==> src/rtl/vr_seq_cfg.svh <==
`ifndef VR_SEQ_CFG_SVH
`define VR_SEQ_CFG_SVH
// clock period in ns (25 MHz)
`define VR_CLK_NS 40
// soft-start delay before the ramp
`define VR_START_DELAY_US 100
`define VR_START_DELAY_CYC ((`VR_START_DELAY_US*1000+`VR_CLK_NS-1)/`VR_CLK_NS)
// reference slew: one dac step of 12.5 mV at 3.25 mV/us
`define VR_DAC_STEP_UV 12500
`define VR_SLEW_UV_PER_US 3250
`define VR_STEP_NS ((`VR_DAC_STEP_UV*1000)/`VR_SLEW_UV_PER_US)
`define VR_STEP_CYC (`VR_STEP_NS/`VR_CLK_NS)
// switch-node blanking after the low-side gate starts to fall
`define VR_BLANK_NS 20
`define VR_BLANK_CYC ((`VR_BLANK_NS+`VR_CLK_NS-1)/`VR_CLK_NS)
// high-side release delay at zero inductor current
`define VR_ZERO_DLY_NS 35
`define VR_ZERO_DLY_CYC ((`VR_ZERO_DLY_NS+`VR_CLK_NS-1)/`VR_CLK_NS)
// phase counts
`define VR_PHASES_2 3'h2
`define VR_PHASES_3 3'h3
`define VR_PHASES_4 3'h4
`endif

==> src/rtl/vr_seq_pkg.sv <==
package vr_seq_pkg;
	typedef enum logic [5:0] {
		SEQ_SHUTDOWN = 6'h01,
		SEQ_CHECK    = 6'h02,
		SEQ_DETECT   = 6'h04,
		SEQ_DELAY    = 6'h08,
		SEQ_RAMP     = 6'h10,
		SEQ_RUN      = 6'h20
	} seq_state_t;
	typedef enum logic [6:0] {
		DT_IDLE   = 7'h01,
		DT_LS_ON  = 7'h02,
		DT_BLANK  = 7'h04,
		DT_WAIT   = 7'h08,
		DT_DELAY  = 7'h10,
		DT_HS_ON  = 7'h20,
		DT_HS_OFF = 7'h40
	} dt_state_t;
endpackage

==> src/rtl/vr_init_and_vid_slew_control.sv <==
`timescale 1ns/10ps
`include "vr_seq_cfg.svh"
// Notes on behaviour
// - dac slews to target at fixed rate
// - high side released at direction-set threshold
// - zero current: high side after fixed delay
// - blank switch-node comparator after low-side fall
// - low side released on gate margin/phase low
// - soft-start needs enable, supplies, sense pins
// - output ok only when output in window
// - no operation before all three supplies ok
// - bias ok, then drivers, enable, detection
// - enable with hysteresis holds shutdown
// - mode latched on enable rising edge
// - sample sense pins before soft-start
// - only fourth pin high: three phases
// - both pins high: two phases
// - parallel mode: bridge regulator kept off
// - fixed delay then ramp at slew rate
module vr_init_and_vid_slew_control #(
	parameter int CODE_W = 8
) (
	// clock and reset
	input wire logic mclk,
	input wire logic reset_n,
	// supply and enable comparators
	input wire logic bias_por_ok,
	input wire logic core_driver_supply,
	input wire logic bridge_driver_supply,
	input wire logic en_above_rise,
	input wire logic en_above_fall,
	// strap and sense pins
	input wire logic mode_select_pin,
	input wire logic third_channel_sense_neg,
	input wire logic fourth_channel_sense_neg,
	// target code and output window
	input wire logic [CODE_W-1:0] target_level,
	input wire logic output_in_window,
	// dead-time comparators
	input wire logic pwm,
	input wire logic zero_current,
	input wire logic current_reverse,
	input wire logic phase_below_neg,
	input wire logic phase_above_pos,
	input wire logic phase_below_pos,
	input wire logic low_gate_below_half,
	input wire logic high_gate_margin_low,
	// gate drives
	output logic high_side_gate_drive,
	output logic low_side_gate_drive,
	// status
	output logic output_ok_flag,
	output logic parallel_code_mode,
	output logic serial_code_mode,
	output logic [2:0] phase_count,
	output logic bridge_enable,
	output logic [CODE_W-1:0] dac_level
);
	vr_seq_pkg::seq_state_t seq_reg;
	vr_seq_pkg::dt_state_t dt_reg, dt_next;
	logic enable_on_reg;
	logic all_por;
	logic running;
	logic [11:0] delay_cnt_reg;
	logic [6:0] step_cnt_reg;
	logic [1:0] dt_cnt_reg;
	logic [CODE_W-1:0] target_reg;
	logic thresh_hit;

	assign all_por = bias_por_ok && core_driver_supply && bridge_driver_supply;
	assign running = (seq_reg == vr_seq_pkg::SEQ_RAMP) ||
		(seq_reg == vr_seq_pkg::SEQ_RUN);

	// comparator hysteresis kept as a set/clear latch
	always_ff @(posedge mclk) begin
		if (!reset_n) begin
			enable_on_reg <= 1'b0;
		end else if (en_above_rise) begin
			enable_on_reg <= 1'b1;
		end else if (!en_above_fall) begin
			enable_on_reg <= 1'b0;
		end
	end

	// initialization sequencer
	always_ff @(posedge mclk) begin
		if (!reset_n) begin
			seq_reg <= vr_seq_pkg::SEQ_SHUTDOWN;
		end else if (!bias_por_ok) begin
			seq_reg <= vr_seq_pkg::SEQ_SHUTDOWN;
		end else begin
			case (seq_reg)
			vr_seq_pkg::SEQ_SHUTDOWN: begin
				seq_reg <= vr_seq_pkg::SEQ_CHECK;
			end
			vr_seq_pkg::SEQ_CHECK: begin
				if (all_por && enable_on_reg) begin
					seq_reg <= vr_seq_pkg::SEQ_DETECT;
				end
			end
			vr_seq_pkg::SEQ_DETECT: begin
				seq_reg <= vr_seq_pkg::SEQ_DELAY;
			end
			vr_seq_pkg::SEQ_DELAY: begin
				if (!all_por || !enable_on_reg) begin
					seq_reg <= vr_seq_pkg::SEQ_CHECK;
				end else if (delay_cnt_reg == 12'(`VR_START_DELAY_CYC - 1)) begin
					seq_reg <= vr_seq_pkg::SEQ_RAMP;
				end
			end
			vr_seq_pkg::SEQ_RAMP: begin
				if (!all_por || !enable_on_reg) begin
					seq_reg <= vr_seq_pkg::SEQ_CHECK;
				end else if (dac_level == target_reg) begin
					seq_reg <= vr_seq_pkg::SEQ_RUN;
				end
			end
			vr_seq_pkg::SEQ_RUN: begin
				if (!all_por || !enable_on_reg) begin
					seq_reg <= vr_seq_pkg::SEQ_CHECK;
				end
			end
			default: begin
				seq_reg <= vr_seq_pkg::SEQ_SHUTDOWN;
			end
			endcase
		end
	end

	always_ff @(posedge mclk) begin
		if (!reset_n || seq_reg != vr_seq_pkg::SEQ_DELAY) begin
			delay_cnt_reg <= 12'h000;
		end else begin
			delay_cnt_reg <= delay_cnt_reg + 12'h001;
		end
	end

	// mode and phases frozen until the sequencer drops back
	always_ff @(posedge mclk) begin
		if (!reset_n) begin
			parallel_code_mode <= 1'b0;
			serial_code_mode <= 1'b0;
			phase_count <= `VR_PHASES_4;
		end else if (seq_reg == vr_seq_pkg::SEQ_CHECK &&
			all_por && enable_on_reg && bias_por_ok) begin
			parallel_code_mode <= !mode_select_pin;
			serial_code_mode <= mode_select_pin;
		end else if (seq_reg == vr_seq_pkg::SEQ_DETECT) begin
			if (third_channel_sense_neg && fourth_channel_sense_neg) begin
				phase_count <= `VR_PHASES_2;
			end else if (fourth_channel_sense_neg) begin
				phase_count <= `VR_PHASES_3;
			end else begin
				phase_count <= `VR_PHASES_4;
			end
		end
	end

	// boot target taken once; live code tracked only once up, since
	// the processor sends only final codes and never steps itself
	always_ff @(posedge mclk) begin
		if (!reset_n) begin
			target_reg <= '0;
		end else if (seq_reg == vr_seq_pkg::SEQ_DETECT ||
			seq_reg == vr_seq_pkg::SEQ_RUN) begin
			target_reg <= target_level;
		end
	end

	// reference slew, one code step per step period
	always_ff @(posedge mclk) begin
		if (!reset_n || !running) begin
			dac_level <= '0;
			step_cnt_reg <= 7'h00;
		end else if (dac_level == target_reg) begin
			step_cnt_reg <= 7'h00;
		end else if (step_cnt_reg == 7'(`VR_STEP_CYC - 1)) begin
			step_cnt_reg <= 7'h00;
			if (dac_level < target_reg) begin
				dac_level <= dac_level + 1'b1;
			end else begin
				dac_level <= dac_level - 1'b1;
			end
		end else begin
			step_cnt_reg <= step_cnt_reg + 7'h01;
		end
	end

	always_ff @(posedge mclk) begin
		if (!reset_n) begin
			output_ok_flag <= 1'b0;
			bridge_enable <= 1'b0;
		end else begin
			output_ok_flag <= (seq_reg == vr_seq_pkg::SEQ_RUN) &&
				output_in_window;
			bridge_enable <= running && serial_code_mode;
		end
	end

	// dead-time control
	assign thresh_hit = current_reverse ? phase_above_pos : phase_below_neg;

	always_comb begin
		dt_next = dt_reg;
		case (dt_reg)
		vr_seq_pkg::DT_IDLE: begin
			if (!pwm) begin
				dt_next = vr_seq_pkg::DT_LS_ON;
			end
		end
		vr_seq_pkg::DT_LS_ON: begin
			if (pwm) begin
				dt_next = vr_seq_pkg::DT_BLANK;
			end
		end
		vr_seq_pkg::DT_BLANK: begin
			if (dt_cnt_reg == 2'(`VR_BLANK_CYC - 1)) begin
				dt_next = vr_seq_pkg::DT_WAIT;
			end
		end
		vr_seq_pkg::DT_WAIT: begin
			if (zero_current) begin
				if (low_gate_below_half) begin
					dt_next = vr_seq_pkg::DT_DELAY;
				end
			end else if (thresh_hit) begin
				dt_next = vr_seq_pkg::DT_HS_ON;
			end
		end
		vr_seq_pkg::DT_DELAY: begin
			if (dt_cnt_reg == 2'(`VR_ZERO_DLY_CYC - 1)) begin
				dt_next = vr_seq_pkg::DT_HS_ON;
			end
		end
		vr_seq_pkg::DT_HS_ON: begin
			if (!pwm) begin
				dt_next = vr_seq_pkg::DT_HS_OFF;
			end
		end
		vr_seq_pkg::DT_HS_OFF: begin
			if (high_gate_margin_low || phase_below_pos) begin
				dt_next = vr_seq_pkg::DT_LS_ON;
			end
		end
		default: begin
			dt_next = vr_seq_pkg::DT_IDLE;
		end
		endcase
		if (!running) begin
			dt_next = vr_seq_pkg::DT_IDLE;
		end
	end

	always_ff @(posedge mclk) begin
		if (!reset_n) begin
			dt_reg <= vr_seq_pkg::DT_IDLE;
			dt_cnt_reg <= 2'h0;
			high_side_gate_drive <= 1'b0;
			low_side_gate_drive <= 1'b0;
		end else begin
			dt_reg <= dt_next;
			dt_cnt_reg <= (dt_next == dt_reg) ? dt_cnt_reg + 2'h1 : 2'h0;
			high_side_gate_drive <= dt_next == vr_seq_pkg::DT_HS_ON;
			low_side_gate_drive <= dt_next == vr_seq_pkg::DT_LS_ON;
		end
	end
endmodule // vr_init_and_vid_slew_control

==> config.mk <==
export PLATFORM = sky130hd
export DESIGN_NAME = vr_init_and_vid_slew_control
export DESIGN_NICKNAME = d
export VERILOG_FILES = /design/src/rtl/vr_seq_pkg.sv /design/src/rtl/vr_init_and_vid_slew_control.sv
export VERILOG_INCLUDE_DIRS = /design/src /design/src/rtl
export SDC_FILE = /design/constraint.sdc
export NUM_CORES = 1
export LEC_CHECK = 0
export BUFFER_PORTS_ARGS = -buffer_cell sky130_fd_sc_hd__buf_4
export CAP_MARGIN = 0
export CELL_PAD_IN_SITES_DETAIL_PLACEMENT = 1
export CELL_PAD_IN_SITES_GLOBAL_PLACEMENT = 2
export CORE_MARGIN = 1
export CORE_UTILIZATION = 36
export CTS_BUF_LIST = sky130_fd_sc_hd__clkbuf_8
export DETAILED_ROUTE_END_ITERATION = 6
export PLACE_DENSITY = 0.86
export SYNTH_ARGS = -nofsm -noshare
export SYNTH_HDL_FRONTEND = slang
export SYNTH_SLANG_ARGS = --single-unit
export TNS_END_PERCENT = 5
==> constraint.sdc <==
create_clock -name mclk -period 3.48 [get_ports mclk]
set_clock_uncertainty 0.15 [all_clocks]
set_input_delay 0.348 -clock mclk [delete_from_list [all_inputs] [get_ports mclk]]
set_output_delay 0.348 -clock mclk [all_outputs]
set_load 0.02 [all_outputs]
==> out/metrics.cfg <==
[global_route]
grt_residual_overflow = 0
grt_use_total = 0.194
grt_start_max_net_pins = 28
initial_antenna_violation_count = 0
wire_length_of_the_first_global_routing_pass_mm = 15.2
first_global_vias = 3172

[power]
p_total_mw = 1.37
max-vdd-ir-drop_uv = 230
power.density_mw_per_mm2 = 340
power.leakage_nw = 1.57

[yosys]
dominantRegCellSynth = dfxtp_1
synth_enable_flop_cells = 0
post_synth_instance_area_sq_mm = 0.00341
syn-num-nets = 463
synth-seq-area-share = 0.353
synth_seq_cells = 60
ys_async_sr_fraction = 0
synthesized_area_per_cell_sq_um = 8.15
ys_warn_count = 0
post_synth_inst_count = 418
yosysUniqueCellTypes = 60

[floorplanning]
die_w_microns = 99.3
floorplan.initialDensity = 0.370
core_region_area_sq_mm = 0.00920
floorplan.die_area_sq_mm = 0.00986
chipHeight_microns = 99.3
row_count = 35
ios = 44

[routing]
drc = 0
post_drt_wl_per_cell_microns = 15.4
wirelength_mm = 8.83
dr.first_iter.drc_count = 103
antenna_left = 0
detailedRoute.firstPassIterationCount = 4
route.vias.total = 3096
avgViaCountPerCell = 5.41

[finish]
n_antenna_cell = 0
drive_gt1_frac = 0.163
largest_register_ff_count = 12
area.growth.synth_to_final_pct = 17.7
mostFrequentLayoutCell = dfxtp_1
final_cell_area_sq_mm = 0.00401
commonest_non_fill_non_tap_cells_in_the_layout = dfxtp_1, nor2_1, buf_4
finalNetCount = 501

[timing]
final-setup-viol-count = 0
worst_slew_margin_rel = 0.596
grt_setup_unrepaired = no
period_share = 0.923
postLayoutSetupSlackWorst_ns = 0.268
fin_tns_setup_ns = 0
report.final.hold_viol_count = 0
maximum_frequency_from_static_timing_analysis_mhz = 311
finalMaxSlewViolations = 0
min_period_ns = 3.21
worst_slew_pin_slew_ns = 0.600

[clocking]
tritoncts_num_sinks = 60
cts_hold_buf = 0
ctsHtreeMaxLevel = 3
cts_setup_buffers = 0
worst_setup_hold_path_clk_slew_ns = 0.08
ctsRootBufferMaster = clkbuf_8
cts_inserted_buffers = 9
clockBufferDepth = 2
cts_tree = yes
cts_repair_resize_count = 0
worstSkewPairLatency_ns = 0.34

[worst_setup_path]
worst_r2r_start = target_reg[5]
critical_path.endpoint_type = flip-flop
crit_fanout = 4
worst_ep_arrival_time_ns = 3.33
worst_r2r_endpoint = dac_level[7]
setup.reg_to_reg.worst_slack_ns = 0.27
required_ns = 3.60
register_to_register_path_depth = 13
worstSetupStartpointType = flip-flop
critical_path_class = reg -> reg

[placement]
placement.setup.worst_slack_ns = 0.150
globalplace.congestion = 0.820
hpwlAfterDp_mm = 6.63
standard_cell_area_after_detailed_placement_sq_mm = 0.00381
port_buffer_count = 43

[hold_path]
hold_class = in -> reg
hold_path_origin = mode_select_pin
holdPathEnd = parallel_code_mode
hold_path_depth = 2

[job]
max_cap_viol_count = 0

[run_status]
run_status = completed

-- cells in the mapped netlist, types with 6 or more instances --
master    instances  share of area
dfxtp_1          60           0.35
nor2_1           54          0.059
nand2_1          32          0.035
nand3_1          22          0.032
a21oi_1          19          0.028
inv_1            18          0.020
ha_1             17          0.062
clkbuf_1         16          0.018
o21ai_0          16          0.024
xor2_1           15          0.039
nor3_1           13          0.019
xnor2_1          11          0.028
a21boi_0         10          0.022
and3_1            9          0.017
a21o_1            7          0.015
nand2b_1          7          0.013
mux2i_1           6          0.018
nor2b_1           6          0.011
nor3b_1           6          0.013
nor4_1            6          0.011
-- final cells by class --
cell class / instances / area [sq um]
fillers: 1114 / 5190
multi-input cells: 322 / 2080
flip-flops and latches: 60 / 1200
repair buffers: 45 / 338
clock buffers: 12 / 165
well taps: 111 / 139
inverters: 18 / 67.6
clock inverters: 4 / 22.5
-- critical path, cell delays in order (launching register included) --
cell	delay, ns
dfxtp_1	0.33
inv_1	0.04
ha_1	0.29
a21o_1	0.18
a21o_1	0.17
a211o_1	0.35
ha_1	0.29
a21o_1	0.19
a211oi_1	0.22
nor2_1	0.10
o41ai_2	0.23
xor2_1	0.12
or3_1	0.31
a21oi_1	0.15
-- where the power goes --
part	total (mW)	switching (mW)	internal, mW
clock	0.591	0.278	0.313
sequential	0.698	0.00571	0.692
combinational	0.0764	0.0368	0.0396
-- kinds of logic after synthesis --
group                      count (synthesis)  synth area share
AOI/OAI and AO/OA                         87             0.177
xor gates and xnor gates                  26            0.0668
adders and majority gates                 18            0.0683
buffers and inverters                     36            0.0404
DFF                                       60             0.353
muxes                                      6            0.0176
and+or+nand+nor                          185             0.277
-- routing by layer --
metal	global-route usage	part of all wire
met2	0.332	0.48
met3	0.0457	0.028
met1	0.245	0.48
met4	0.0475	0.0088
met5	0	0
-- how the worst max path moves through the flow --
stage	slack (ns)	depth (start not counted)	end	start
CTS	0.12	13	dac_level[7]	dac_level[1]
global route	0.03	13	dac_level[7]	target_reg[5]
global placement	0.23	13	dac_level[7]	dac_level[1]
floorplan	0.15	13	dac_level[7]	dac_level[1]
detailed placement	0.15	13	dac_level[7]	dac_level[1]
finish	0.27	13	dac_level[7]	target_reg[5]
-- stage by stage --
stage / util / cells / hold slack (ns)
final: 0.436 / 572 / 0.0398
after global routing: 0.436 / 572 / 0.0286
after CTS: 0.435 / 572 / 0.0247
after detailed placement: 0.415 / 556 / 0.289
after global placement: 0.415 / 556 / 0.278
after floorplan: - / 418 / 0.268
(Power assumes the default switching activity.)
